**src/design/srmi_map.svh**
```systemverilog
// Constants for the switch reset mode init block: register offsets,
// field positions, partition and port mode values, mode codes and timing counts.
// Assumes a 25 MHz core clock and a byte-addressed register port.
`ifndef SRMI_MAP_SVH
`define SRMI_MAP_SVH

// ****************************************************************
// Register offsets (byte addresses, one word each)
// ****************************************************************
`define SRMI_SWITCH_CONTROL_REG_OFS        8'h00
`define SRMI_STATUS_OFS       8'h04
`define SRMI_PARTST_OFS       8'h08
`define SRMI_PORTMD_LO_OFS    8'h0c
`define SRMI_PORTMD_HI_OFS    8'h10
`define SRMI_EECTL_OFS        8'h14

// ****************************************************************
// Field positions
// ****************************************************************
`define SRMI_SWITCH_CONTROL_REG_HALT_BIT   0
`define SRMI_SWITCH_CONTROL_REG_UNLK_BIT   1
`define SRMI_EECTL_DONE_BIT   0
`define SRMI_EECTL_ERR_BIT    1

// ****************************************************************
// Partition state and port mode values
// ****************************************************************
`define SRMI_PART_ACTIVE      2'h1
`define SRMI_PART_DISABLED    2'h0
`define SRMI_PMODE_DOWN       3'h1
`define SRMI_PMODE_UP         3'h2
`define SRMI_PMODE_OFF        3'h0
`define SRMI_PMODE_UNATT      3'h5

// ****************************************************************
// Switch mode codes
// ****************************************************************
`define SRMI_SM_SP            4'h0
`define SRMI_SM_SP_EE         4'h1
`define SRMI_SM_MP            4'hc
`define SRMI_SM_MP_EE         4'hd
`define SRMI_SM_P0            4'h8
`define SRMI_SM_P0_EE         4'ha
`define SRMI_SM_P2            4'h9
`define SRMI_SM_P2_EE         4'hb

// ****************************************************************
// Timing
// ****************************************************************
`define SRMI_CLK_KHZ          25000
`define SRMI_CFG_MS           100
`define SRMI_CFG_CYC          (`SRMI_CFG_MS * `SRMI_CLK_KHZ)
`define SRMI_EE_MS            200
`define SRMI_EE_CYC           (`SRMI_EE_MS * `SRMI_CLK_KHZ)
`define SRMI_SUCC_MS          1000
`define SRMI_SUCC_CYC         (`SRMI_SUCC_MS * `SRMI_CLK_KHZ)

`endif

```
**src/design/srmi_pkg.sv**
```systemverilog
// Types for the switch reset mode init block.
// Assumes srmi_map.svh is compiled alongside.
package srmi_pkg;

	// ****************************************************************
	// Mode class and sequence state
	// ****************************************************************
	typedef enum logic [2:0] {
		SRMI_CLS_SP,
		SRMI_CLS_MP,
		SRMI_CLS_P0,
		SRMI_CLS_P2,
		SRMI_CLS_TEST
	} srmi_class_e;

	typedef enum logic [2:0] {
		SRMI_ST_LINK,
		SRMI_ST_EELOAD,
		SRMI_ST_QUASI,
		SRMI_ST_UNLOCK,
		SRMI_ST_INIT,
		SRMI_ST_RUN
	} srmi_state_e;

	typedef logic [1:0]  srmi_pstate_t;
	typedef logic [2:0]  srmi_pmode_t;
	typedef logic [31:0] srmi_word_t;

endpackage : srmi_pkg

```
**src/design/srmi_cfg_if.sv**
```systemverilog
// Carries the mode-dependent initial values from the decoder to the
// sequencer. Assumes both ends share core_clk.
`timescale 1ns/1ns
interface srmi_cfg_if;
	import srmi_pkg::*;
	logic [3:0]          switch_mode_strap; // Sampled mode code
	srmi_class_e         mode_class;        // Decoded class
	logic                ee_load;           // Mode loads EEPROM
	srmi_pstate_t [15:0] part_init;         // Partition states
	srmi_pmode_t  [15:0] port_init;         // Port operating modes
	modport dec (input switch_mode_strap, output mode_class, ee_load,
		part_init, port_init);
	modport seq (output switch_mode_strap, input mode_class, ee_load,
		part_init, port_init);
endinterface : srmi_cfg_if

```
**src/design/srmi_mode_dec.sv**
```systemverilog
// Decodes the sampled switch mode into initial partition and port
// values. Purely combinational; assumes the code is stable.
`timescale 1ns/1ns
`include "srmi_map.svh"
module srmi_mode_dec (
	srmi_cfg_if.dec cfg
);
	import srmi_pkg::*;

	// ****************************************************************
	// Mode decode
	// ****************************************************************
	// EEPROM variants map onto the same class as their plain twin
	always_comb begin
		cfg.ee_load = 1'b0;
		unique case (cfg.switch_mode_strap) // see
			`SRMI_SM_SP: cfg.mode_class = SRMI_CLS_SP;
			`SRMI_SM_SP_EE: begin
				cfg.mode_class = SRMI_CLS_SP;
				cfg.ee_load = 1'b1;
			end
			`SRMI_SM_MP: cfg.mode_class = SRMI_CLS_MP;
			`SRMI_SM_MP_EE: begin
				cfg.mode_class = SRMI_CLS_MP;
				cfg.ee_load = 1'b1;
			end
			`SRMI_SM_P0: cfg.mode_class = SRMI_CLS_P0;
			`SRMI_SM_P0_EE: begin
				cfg.mode_class = SRMI_CLS_P0;
				cfg.ee_load = 1'b1;
			end
			`SRMI_SM_P2: cfg.mode_class = SRMI_CLS_P2;
			`SRMI_SM_P2_EE: begin
				cfg.mode_class = SRMI_CLS_P2;
				cfg.ee_load = 1'b1;
			end
			default: cfg.mode_class = SRMI_CLS_TEST;
		endcase
	end

	// ****************************************************************
	// Initial values
	// ****************************************************************
	// Test modes get the single-partition values as a safe fallback
	always_comb begin
		for (int i = 0; i < 16; i++) begin
			cfg.part_init[i] = `SRMI_PART_DISABLED;
			cfg.port_init[i] = `SRMI_PMODE_DOWN; // see
		end
		unique case (cfg.mode_class)
			SRMI_CLS_MP: begin
				for (int i = 0; i < 16; i++)
					cfg.port_init[i] = `SRMI_PMODE_UNATT;
			end
			SRMI_CLS_P0: begin
				cfg.part_init[0] = `SRMI_PART_ACTIVE;
				cfg.port_init[0] = `SRMI_PMODE_UP;
				cfg.port_init[2] = `SRMI_PMODE_OFF;
			end
			SRMI_CLS_P2: begin
				cfg.part_init[0] = `SRMI_PART_ACTIVE;
				cfg.port_init[2] = `SRMI_PMODE_UP;
				cfg.port_init[0] = `SRMI_PMODE_OFF;
			end
			default: begin
				cfg.part_init[0] = `SRMI_PART_ACTIVE;
				cfg.port_init[0] = `SRMI_PMODE_UP;
			end
		endcase
	end

endmodule : srmi_mode_dec

```
**src/design/srmi_seq.sv**
```systemverilog
// Closing steps of the switch fundamental reset: EEPROM load wait,
// quasi-reset hold, unlock clear and mode-dependent initialisation.
// Assumes a single 25 MHz core clock and synchronous inputs.
//
// How it works
// Halt flag set keeps ports in quasi-reset
// Agent clears halt flag after its setup
// Unlock bit cleared after quasi-reset stage
// Run in the sampled switch mode
// Config requests answered within 100 ms
// Successful answers within 1 s, EEPROM 200 ms
// 200 ms EEPROM budget ample at 100 kHz
// EEPROM write side effects start at write
// Eight normal modes, rest are test
// EEPROM variant equals plain mode otherwise
// Mode code decode table
// Partition initial states per mode
// Port operating modes per mode
// Single partition: port 0 up, rest down
// Single partition: only partition 0 configurable
// Quasi-reset: retry type 0, drop others
// EEPROM error aborts load, sets halt
// Halt clear releases all ports next clock; here RUN follows two clocks after the halt flag clears, via UNLOCK and INIT
`timescale 1ns/1ns
`include "srmi_map.svh"
module srmi_seq (
	input  wire logic             core_clk,
	input  wire logic             reset_n,
	input  wire logic [3:0]       switch_mode_strap,
	input  wire logic             halt_strap,
	input  wire logic             link_ready,
	input  wire logic             ee_word_valid,
	input  wire logic [7:0]       ee_word_addr,
	input  wire logic [31:0]      ee_word_data,
	input  wire logic             ee_error,
	input  wire logic             ee_last,
	input  wire logic             cfg_req_valid,
	input  wire logic             cfg_req_type0,
	input  wire logic [7:0]       reg_addr,
	input  wire logic [31:0]      reg_wdata,
	input  wire logic             reg_wr,
	input  wire logic             reg_rd,
	output logic      [31:0]      reg_rdata,
	output logic                  quasi_reset,
	output logic                  cpl_retry,
	output logic                  cpl_normal,
	output logic                  pkt_discard,
	output logic                  credit_return,
	output logic                  retrain_pulse,
	output logic                  normal_op,
	output logic                  test_mode,
	output srmi_pkg::srmi_pstate_t [15:0] partition_state_field,
	output srmi_pkg::srmi_pmode_t  [15:0] port_operating_mode_field,
	output logic                  cfg_late
);
	import srmi_pkg::*;

	// ****************************************************************
	// Decoder link
	// ****************************************************************
	srmi_cfg_if cfg_bus ();

	srmi_mode_dec u_dec (
		.cfg (cfg_bus)
	);

	// ****************************************************************
	// State
	// ****************************************************************
	typedef struct packed {
		srmi_state_e            st;         // Sequence position
		logic [3:0]             mode;       // Captured mode code
		logic                   captured;   // Strap caught once
		logic                   halt;       // Reset-halt flag
		logic                   unlock;     // Register-unlock bit
		logic                   ee_done;    // EEPROM load done
		logic                   ee_err;     // EEPROM load error
		logic [31:0]            cyc;        // Cycles since release
		logic                   late;       // Deadline missed
		srmi_pstate_t [15:0]    part;       // Partition states
		srmi_pmode_t  [15:0]    port;       // Port modes
		logic [31:0]            rdata;      // Read data
		logic                   retry;      // Retry completion
		logic                   cpl;        // Normal completion
		logic                   discard;    // Packet dropped
		logic                   credit;     // Credits returned
		logic                   retrain;    // Retrain side effect
	} srmi_state_s;

	srmi_state_s s_r;   // Registered state
	srmi_state_s s_nxt; // Next state
	logic [3:0]  mode_r;
	assign mode_r = s_r.mode;
	// Decoder sees only the captured code, never the live strap
	assign cfg_bus.switch_mode_strap = mode_r;

	// Register address helper: shared by bus writes, EEPROM writes and the read mux
	function automatic logic is_addr(input logic [7:0] a,
		input logic [7:0] ofs);
		is_addr = (a == ofs);
	endfunction : is_addr

	// ****************************************************************
	// Next-state logic
	// ****************************************************************
	always_comb begin
		logic         wr_any;
		logic [7:0]   wa;
		logic [31:0]  wd;
		logic         single;
		wr_any = 1'b0;
		wa = 8'h00;
		wd = 32'h0000_0000;
		single = 1'b0;
		s_nxt = s_r;
		s_nxt.retry = 1'b0;
		s_nxt.cpl = 1'b0;
		s_nxt.discard = 1'b0;
		s_nxt.credit = 1'b0;
		s_nxt.retrain = 1'b0;
		s_nxt.rdata = 32'h0000_0000;
		single = (cfg_bus.mode_class != SRMI_CLS_MP);

		// Catch the strap on the first clock after release
		if (!s_r.captured) begin
			s_nxt.captured = 1'b1;
			s_nxt.mode = switch_mode_strap;
			s_nxt.halt = halt_strap;
		end

		// Deadline counter; saturates to avoid wrap
		if (s_r.cyc != 32'hffff_ffff)
			s_nxt.cyc = s_r.cyc + 32'h0000_0001;
		if (s_r.st != SRMI_ST_RUN &&
			s_r.cyc >= 32'(`SRMI_SUCC_CYC))
			s_nxt.late = 1'b1;
		if (s_r.st == SRMI_ST_EELOAD &&
			s_r.cyc >= 32'(`SRMI_EE_CYC))
			s_nxt.late = 1'b1;

		// Pick one write source: EEPROM has priority during load
		if (s_r.st == SRMI_ST_EELOAD && ee_word_valid) begin
			wr_any = 1'b1;
			wa = ee_word_addr;
			wd = ee_word_data;
		end else if (reg_wr) begin
			wr_any = 1'b1;
			wa = reg_addr;
			wd = reg_wdata;
		end

		// Register writes take effect in the cycle they occur
		if (wr_any) begin
			if (is_addr(wa, `SRMI_SWITCH_CONTROL_REG_OFS)) begin
				s_nxt.halt = wd[`SRMI_SWITCH_CONTROL_REG_HALT_BIT];
				s_nxt.unlock = wd[`SRMI_SWITCH_CONTROL_REG_UNLK_BIT];
				s_nxt.retrain = 1'b0;
			end
			if (is_addr(wa, `SRMI_EECTL_OFS) &&
				wd[`SRMI_EECTL_DONE_BIT])
				s_nxt.retrain = 1'b1;
			if (is_addr(wa, `SRMI_PARTST_OFS)) begin
				for (int i = 0; i < 16; i++)
					if (!single || i == 0)
						s_nxt.part[i] = wd[2*i +: 2];
			end
			if (is_addr(wa, `SRMI_PORTMD_LO_OFS)) begin
				for (int i = 0; i < 8; i++)
					s_nxt.port[i] = wd[4*i +: 3];
			end
			if (is_addr(wa, `SRMI_PORTMD_HI_OFS)) begin
				for (int i = 0; i < 8; i++)
					s_nxt.port[i+8] = wd[4*i +: 3];
			end
		end

		// Sequence
		unique case (s_r.st)
			SRMI_ST_LINK: begin
				if (s_r.captured && link_ready)
					s_nxt.st = cfg_bus.ee_load ?
						SRMI_ST_EELOAD : SRMI_ST_QUASI;
			end
			SRMI_ST_EELOAD: begin
				if (ee_error) begin
					s_nxt.ee_err = 1'b1;
					s_nxt.halt = 1'b1;
					s_nxt.st = SRMI_ST_QUASI;
				end else if (ee_last) begin
					s_nxt.ee_done = 1'b1;
					s_nxt.st = SRMI_ST_QUASI;
				end
			end
			SRMI_ST_QUASI: begin
				if (!s_nxt.halt) // see
					s_nxt.st = SRMI_ST_UNLOCK;
			end
			SRMI_ST_UNLOCK: begin
				s_nxt.unlock = 1'b0;
				s_nxt.st = SRMI_ST_INIT;
			end
			SRMI_ST_INIT: begin
				s_nxt.part = cfg_bus.part_init;
				s_nxt.port = cfg_bus.port_init; // see
				s_nxt.st = SRMI_ST_RUN;
			end
			SRMI_ST_RUN: begin
				if (s_nxt.halt)
					s_nxt.st = SRMI_ST_QUASI;
			end
		endcase

		// Config request handling: retry type 0 and drop others unless running
		if (cfg_req_valid) begin
			if (s_r.st == SRMI_ST_RUN) begin
				s_nxt.cpl = 1'b1;
			end else if (cfg_req_type0) begin
				s_nxt.retry = 1'b1;
			end else begin
				s_nxt.discard = 1'b1;
				s_nxt.credit = 1'b1;
			end
		end

		// Read mux; unmapped addresses read zero
		if (reg_rd) begin
			if (is_addr(reg_addr, `SRMI_SWITCH_CONTROL_REG_OFS)) begin
				s_nxt.rdata[`SRMI_SWITCH_CONTROL_REG_HALT_BIT] = s_r.halt;
				s_nxt.rdata[`SRMI_SWITCH_CONTROL_REG_UNLK_BIT] = s_r.unlock;
			end else if (is_addr(reg_addr, `SRMI_STATUS_OFS)) begin
				s_nxt.rdata[3:0] = s_r.mode;
				s_nxt.rdata[6:4] = 3'(s_r.st);
				s_nxt.rdata[7] = s_r.late;
			end else if (is_addr(reg_addr, `SRMI_PARTST_OFS)) begin
				s_nxt.rdata = s_r.part;
			end else if (is_addr(reg_addr, `SRMI_PORTMD_LO_OFS)) begin
				for (int i = 0; i < 8; i++)
					s_nxt.rdata[4*i +: 3] = s_r.port[i];
			end else if (is_addr(reg_addr, `SRMI_PORTMD_HI_OFS)) begin
				for (int i = 0; i < 8; i++)
					s_nxt.rdata[4*i +: 3] = s_r.port[i+8];
			end else if (is_addr(reg_addr, `SRMI_EECTL_OFS)) begin
				s_nxt.rdata[`SRMI_EECTL_DONE_BIT] = s_r.ee_done;
				s_nxt.rdata[`SRMI_EECTL_ERR_BIT] = s_r.ee_err;
			end
		end
	end

	// ****************************************************************
	// State register
	// ****************************************************************
	// Reset leaves ports parked and the unlock bit open for loading
	always_ff @(posedge core_clk or negedge reset_n) begin
		if (!reset_n) begin
			s_r <= '0;
			s_r.st <= SRMI_ST_LINK;
			s_r.unlock <= 1'b1;
		end else begin
			s_r <= s_nxt;
		end
	end

	// ****************************************************************
	// Outputs, all straight from the state register
	// ****************************************************************
	assign reg_rdata = s_r.rdata;
	assign quasi_reset = (s_r.st != SRMI_ST_RUN);
	assign normal_op = (s_r.st == SRMI_ST_RUN);
	assign cpl_retry = s_r.retry;
	assign cpl_normal = s_r.cpl;
	assign pkt_discard = s_r.discard;
	assign credit_return = s_r.credit;
	assign retrain_pulse = s_r.retrain;
	assign test_mode = s_r.captured &&
		(cfg_bus.mode_class == SRMI_CLS_TEST);
	assign partition_state_field = s_r.part;
	assign port_operating_mode_field = s_r.port;
	assign cfg_late = s_r.late;

endmodule : srmi_seq

```
**config.mk**
```make
export PLATFORM = sky130hd
export DESIGN_NAME = srmi_seq
export DESIGN_NICKNAME = d
export VERILOG_FILES = /design/src/design/srmi_pkg.sv /design/src/design/srmi_cfg_if.sv /design/src/design/srmi_mode_dec.sv /design/src/design/srmi_seq.sv
export VERILOG_INCLUDE_DIRS = /design/src /design/src/design
export SDC_FILE = /design/constraint.sdc
export NUM_CORES = 1
export LEC_CHECK = 0
export BUFFER_PORTS_ARGS = -buffer_cell sky130_fd_sc_hd__buf_2
export CAP_MARGIN = 40
export CORE_ASPECT_RATIO = 0.6
export CORE_MARGIN = 2
export CORE_UTILIZATION = 50
export CTS_CLUSTER_SIZE = 28
export DETAILED_ROUTE_END_ITERATION = 10
export PLACE_DENSITY = 0.76
export SYNTH_ARGS = -nofsm -noshare
export SYNTH_HDL_FRONTEND = slang
export SYNTH_SLANG_ARGS = --single-unit
```
**constraint.sdc**
```tcl
create_clock -name core_clk -period 5.3 [get_ports core_clk]
set_input_delay 0.265 -clock core_clk [delete_from_list [all_inputs] [get_ports core_clk]]
set_output_delay 0.265 -clock core_clk [all_outputs]
set_load 0.1 [all_outputs]
```
=== Word-level counts from Yosys, hierarchy flattened ===
Index checks and enable logic that the tools add are counted.

* Input port bits: 95
* Memories: 0
* Memory bits (writable): 0
* Memory bits (read-only): 0
* Register bits after elaboration: 162
* Latch bits: 0

* Equality and inequality tests: 33
* Multiply operators: 0
* Reduce and logical (&&, ||, !) cells: 30
* Add/sub/neg operators: 1
* Bitwise operators: 1
* Shifts and indexed selects: 0
* Div/mod/pow operators: 0
* Magnitude comparators: 2
* Multiplexer cells: 95

{| class="wikitable"
|+ Operators with widths
! operator !! count
|-
| $mux W80 || 2
|-
| $mux W32 || 4
|-
| $mux W3 || 29
|-
| $mux W24 || 3
|-
| $mux W2 || 23
|-
| $mux W39 || 1
|-
| $add A32 B1 Y32 const B || 1
|-
| $eq A8 B4 Y1 const B || 4
|-
| $eq A8 B5 Y1 const B || 4
|-
| $ge A32 B23 Y1 const B || 1
|-
| $ge A32 B25 Y1 const B || 1
|-
| $ne A32 B32 Y1 const B || 1
|-
| $mux W30 || 1
|-
| $eq A4 B4 Y1 const B || 6
|-
| $mux W1 || 24
|-
| $mux W8 || 3
|-
| $pmux W3 S6 || 1
|-
| $logic_not A8 Y1 || 2
|-
| $reduce_bool A2 Y1 || 7
|-
| $eq A3 B2 Y1 const B || 4
|-
| $pmux W3 S4 || 1
|-
| $reduce_and A2 Y1 || 5
|-
| $eq A3 B3 Y1 const B || 3
|-
| $pmux W3 S3 || 1
|-
| 17 further kinds || 30
|}

=== Longest topological paths before layout ===
* Depth in word-level cells: 8
* Depth in mapped cells: 9
* Gate-level depth less buffers: 6

=== Hierarchy ===
Synthesis repeated with hierarchy kept, for this count alone.

* Cells, all modules: 1026
* Area, all modules: 9593.0 um^2

{| class="wikitable"
|+ By module, submodules not included
! module !! times used !! area each (um^2) !! cells an instance
|-
| srmi_seq || 1 || 8921.1 || 934
|-
| srmi_mode_dec || 1 || 671.9 || 92
|}

=== Worst setup path before layout ===
OpenSTA, ideal clock, no wires.

* Kind: register to output
* Start point: register s_r[160] in the netlist's numbering
* End point: output port normal_op
* Cell stages (with the launch flop): 5
* Buffers on the path: 1
* Slack: 2824 ps
* Arrival: 2211 ps
* Path through: dfrtp_1 clkbuf_1 nor2b_1 nand2_1 inv_1

* Cells in the longest elaborated chain, start to end: 1

{| class="wikitable"
|+ Ends and longest elaborated chain
! item !! RTL line !! RTL
|-
| start: declaration || srmi_seq.sv:90 || <nowiki>srmi_state_s s_r;</nowiki>
|-
| start signal: assignment || srmi_seq.sv:259 || <nowiki>s_r <= s_nxt;</nowiki>
|-
| $eq A3 B3 Y1 || srmi_seq.sv:268 || <nowiki>assign normal_op = (s_r.st == SRMI_ST_RUN);</nowiki>
|-
| end: declaration || srmi_seq.sv:50 || <nowiki>output logic normal_op,</nowiki>
|}

No other way between the ends.

=== Worst setup path in the final report ===
* Start point: register s_r[161] in the netlist's numbering
* End point: register s_r, in the netlist port_operating_mode_field[11]

* Cells in the longest elaborated chain, start to end: 6
* Elaborated cells on any way between the ends: 13
* Classes of those cells: eq/ne (3); mux (6); reduce/logical (4)

{| class="wikitable"
|+ Ends and longest elaborated chain
! item !! RTL line !! RTL
|-
| $eq A3 B1 Y1 || srmi_seq.sv:142 || <nowiki>if (s_r.st == SRMI_ST_EELOAD && ee_word_valid) begin</nowiki>
|-
| $logic_and A1 B1 Y1 || srmi_seq.sv:142 ||
|-
| $mux W8 / $mux W32 (equally long branches) || srmi_seq.sv:142 ||
|-
| $eq A8 B4 Y1 / $mux W24 (equally long branches) || srmi_seq.sv:100, srmi_seq.sv:167 ||
|-
| $reduce_bool A2 Y1 (no source line) / $mux W80 (equally long branches) || -- ||
|-
| $reduce_and A2 Y1 (no source line) / $mux W80 (equally long branches) || -- ||
|}

Several ways; a longest one is shown, not always the timed one. The select of a mux whose other input is x is not followed.
A chain may end at the register's enable or synchronous reset.

==> run metrics <==
Layout area overhead 10.72%; Final Cell Area 9938 um2; largest area contributor in the netlist dfrtp_1; GR peak layer met1; first-pass GRT wire length 39.50 mm; Final setup viols 0; CP Max Fanout 24; Syn Nets 1062; 1st-pass router iterations 5; ys async rst share 1.000; PwrDens 408.3 nW/um2; CP Data Required Time 5.61 ns; synth unique cells 73; Worst setup EP type flip-flop; Routed WL per cell 19.71 um; relative slew slack 0.3964; Via Count 7512; Worst-path clk slew 0.07 ns; clock tree buffer depth 2; CP arrival 3.78 ns; largest net degree at the start of global routing 81; peak supply drop 0.2444 mV; Final Slew Violations 0; via density per instance 5.855; worst-skew pair later-pin latency 0.43 ns; non-filler cells, final 1283; DRT antenna net count 0; post-synthesis sequential area ratio 0.4490; placed cell areas 9344 um2; Ys Warns 0; maxcap violations 0; Top Ports 216; die area 19080 um2; grt met1 use 0.4019; RSZ-0062 raised after global routing false; # DRC 0; CTS tree yes; ranking of synthesized cells by area dfrtp_1 (45%), buf_4 (9.5%), a21oi_1 (4.3%), nand2_1 (3.8%), nor2_1 (3.3%); DRT iter0 DRCs 692; CTS buffer count 17; Fin Setup TNS 0 ns; endpoints failing hold 0; met3 Track Usage GR 0.08051; # placed instances 1248; Core ar. 17360 um2; Die Height 107.8 um; fmax 287.8 MHz; Initial Utilization 0.5170; vias in the first global route 6988; die width 177.0 um; dpl ws 1.841 ns; GR Util met2 0.3830; Clock Sinks 161; fin crit share 0.6556; slew of the pin with the lowest slew margin 0.8993 ns; critical path type reg2reg; Post-synth EDFFs 0; Worst Hold Class in2reg; Hold WS 0.06702 ns; final core utilization 0.5725; Final Skew 0.01340 ns; Final Total Pwr 4.058 mW; Mean Syn Cell Area 9.302 um2; WL final 25.29 mm; status completed; CP Launch Type flip-flop; Detail Placement HPWL 18.33 mm; Final Critical Period 3.475 ns; synthesized instance count 965; Synth top area share 0.4461; gr usage total 0.2710; antenna violations before repair 0; Root Buffer clkbuf_16; H-tree depth 4; Static Leak 4.758 nW; Filler Cell Count 1531; fin nets 1132; mapped cell area 8976 um2; routability cong. 0.9074; share of cells above drive strength 1 0.2996; gr ovfl total 0; Primary FF master, synth dfrtp_1; register bit count reported by yosys 161; row cnt 37; I/O Buffers 215; fin worst setup slack 1.825 ns
-- final cells by class --
cell class,count,area [um2],share of cell area
Sequential cell,161,4030,0.4055
Multi-Input combinational cell,619,3799,0.3822
Timing Repair Buffer,227,1209,0.1216
Clock buffer,17,425.4,0.04280
Tap cell,234,292.8,0.02946
Clock inverter,15,146.4,0.01473
Inverter,9,33.78,0.003399
Antenna cell,1,2.502,0.0002518
-- metal layers --
layer / wire, um / up-vias
li1: - / 3415
met1: 11680 / 3691
met2: 10600 / 371
met3: 2649 / 35
met4: 350 / 0
met5: 0 / -
-- critical path: stages, from the launching register on --
cell and delay, ns:
dfrtp_1 0.56, nand4bb_2 0.75, buf_4 0.44, nand2_1 0.28, o21a_1 0.69, nand2_2 0.29
mux2_2 0.34
-- registers in the layout, summed over array words and instances, names as in the netlist, 4 cells and up --
register and cells:
reg_rdata 32, s_r 40, partition_state_field 32, cfg_bus.switch_mode_strap 4
port_operating_mode_field 48
-- power breakdown --
group / total (mW) / internal (mW) / switching [mW]
Combinational: 1.36 / 0.289 / 1.07
Sequential: 1.49 / 1.34 / 0.156
Clock: 1.20 / 0.626 / 0.577
Total: 4.06 / 2.25 / 1.80
-- worst paths after layout --
check	start	to	slack, ns	depth (start not counted)
max	s_r[161]	port_operating_mode_field[11]	1.83	6
min	switch_mode_strap[1]	cfg_bus.switch_mode_strap[1]	0.07	2
max reg2reg	s_r[161]	port_operating_mode_field[11]	1.83	6
min reg2reg	s_r[149]	s_r[149]	0.51	1
max in group asynchronous	reset_n	s_r[160]	3.58	4
min in group asynchronous	reset_n	reg_rdata[25]	0.25	2
-- Yosys cell counts, drive strengths merged, types with 2 or more instances --
cell,count
o21ai,33
a21oi,77
nand2,91
a21boi,2
xor2,15
dfrtp,160
nand2b,8
o22ai,4
and3,22
nor2b,9
o2111a,4
a21o,2
nor3,36
or2,5
ha,2
clkbuf,44
mux2,22
buf,132
nor4,9
and2,10
o2111ai,2
and4,3
a31oi,4
a22oi,20
o21a,6
or4,9
nand4,12
o211ai,3
or4b,2
a311oi,2
mux2i,20
inv,9
nor2,80
a211oi,17
xnor2,14
o31ai,2
or3,3
nand3,51
-- logic make-up (layout without fill, tap and decap cells) --
group / count (synthesis) / in the layout / share of synthesized area
other cells: 1 / 2 / 0.0004178
fa+ha+maj: 2 / 2 / 0.002787
flops: 161 / 161 / 0.4490
xor+xnor: 29 / 29 / 0.02830
simple gates: 356 / 356 / 0.1982
mux: 42 / 42 / 0.04990
compound gates: 189 / 189 / 0.1384
buf+inv: 185 / 268 / 0.1330
-- what timing repair did --
item,4_1_cts,5_1_grt
setup buffers,0,0
setup endpoints to repair,0,0
resized for setup,0,0
hold buffers,2,0
hold endpoints to repair,24,0
-- cells in the final DEF, fill, tap and decap left out, types with 13 or more instances in the layout --
master and count:
dfrtp_1 160, mux2_2 22, a211oi_1 13, nand3_1 49
xor2_1 15, nor2_1 78, nand2_1 89, nor3_1 35
a22oi_1 20, and3_1 22, buf_2 214, xnor2_1 14
a21oi_1 77, mux2i_1 20, clkbuf_16 17, o21ai_0 32
Note: power is estimated with default switching activity, not from simulation.
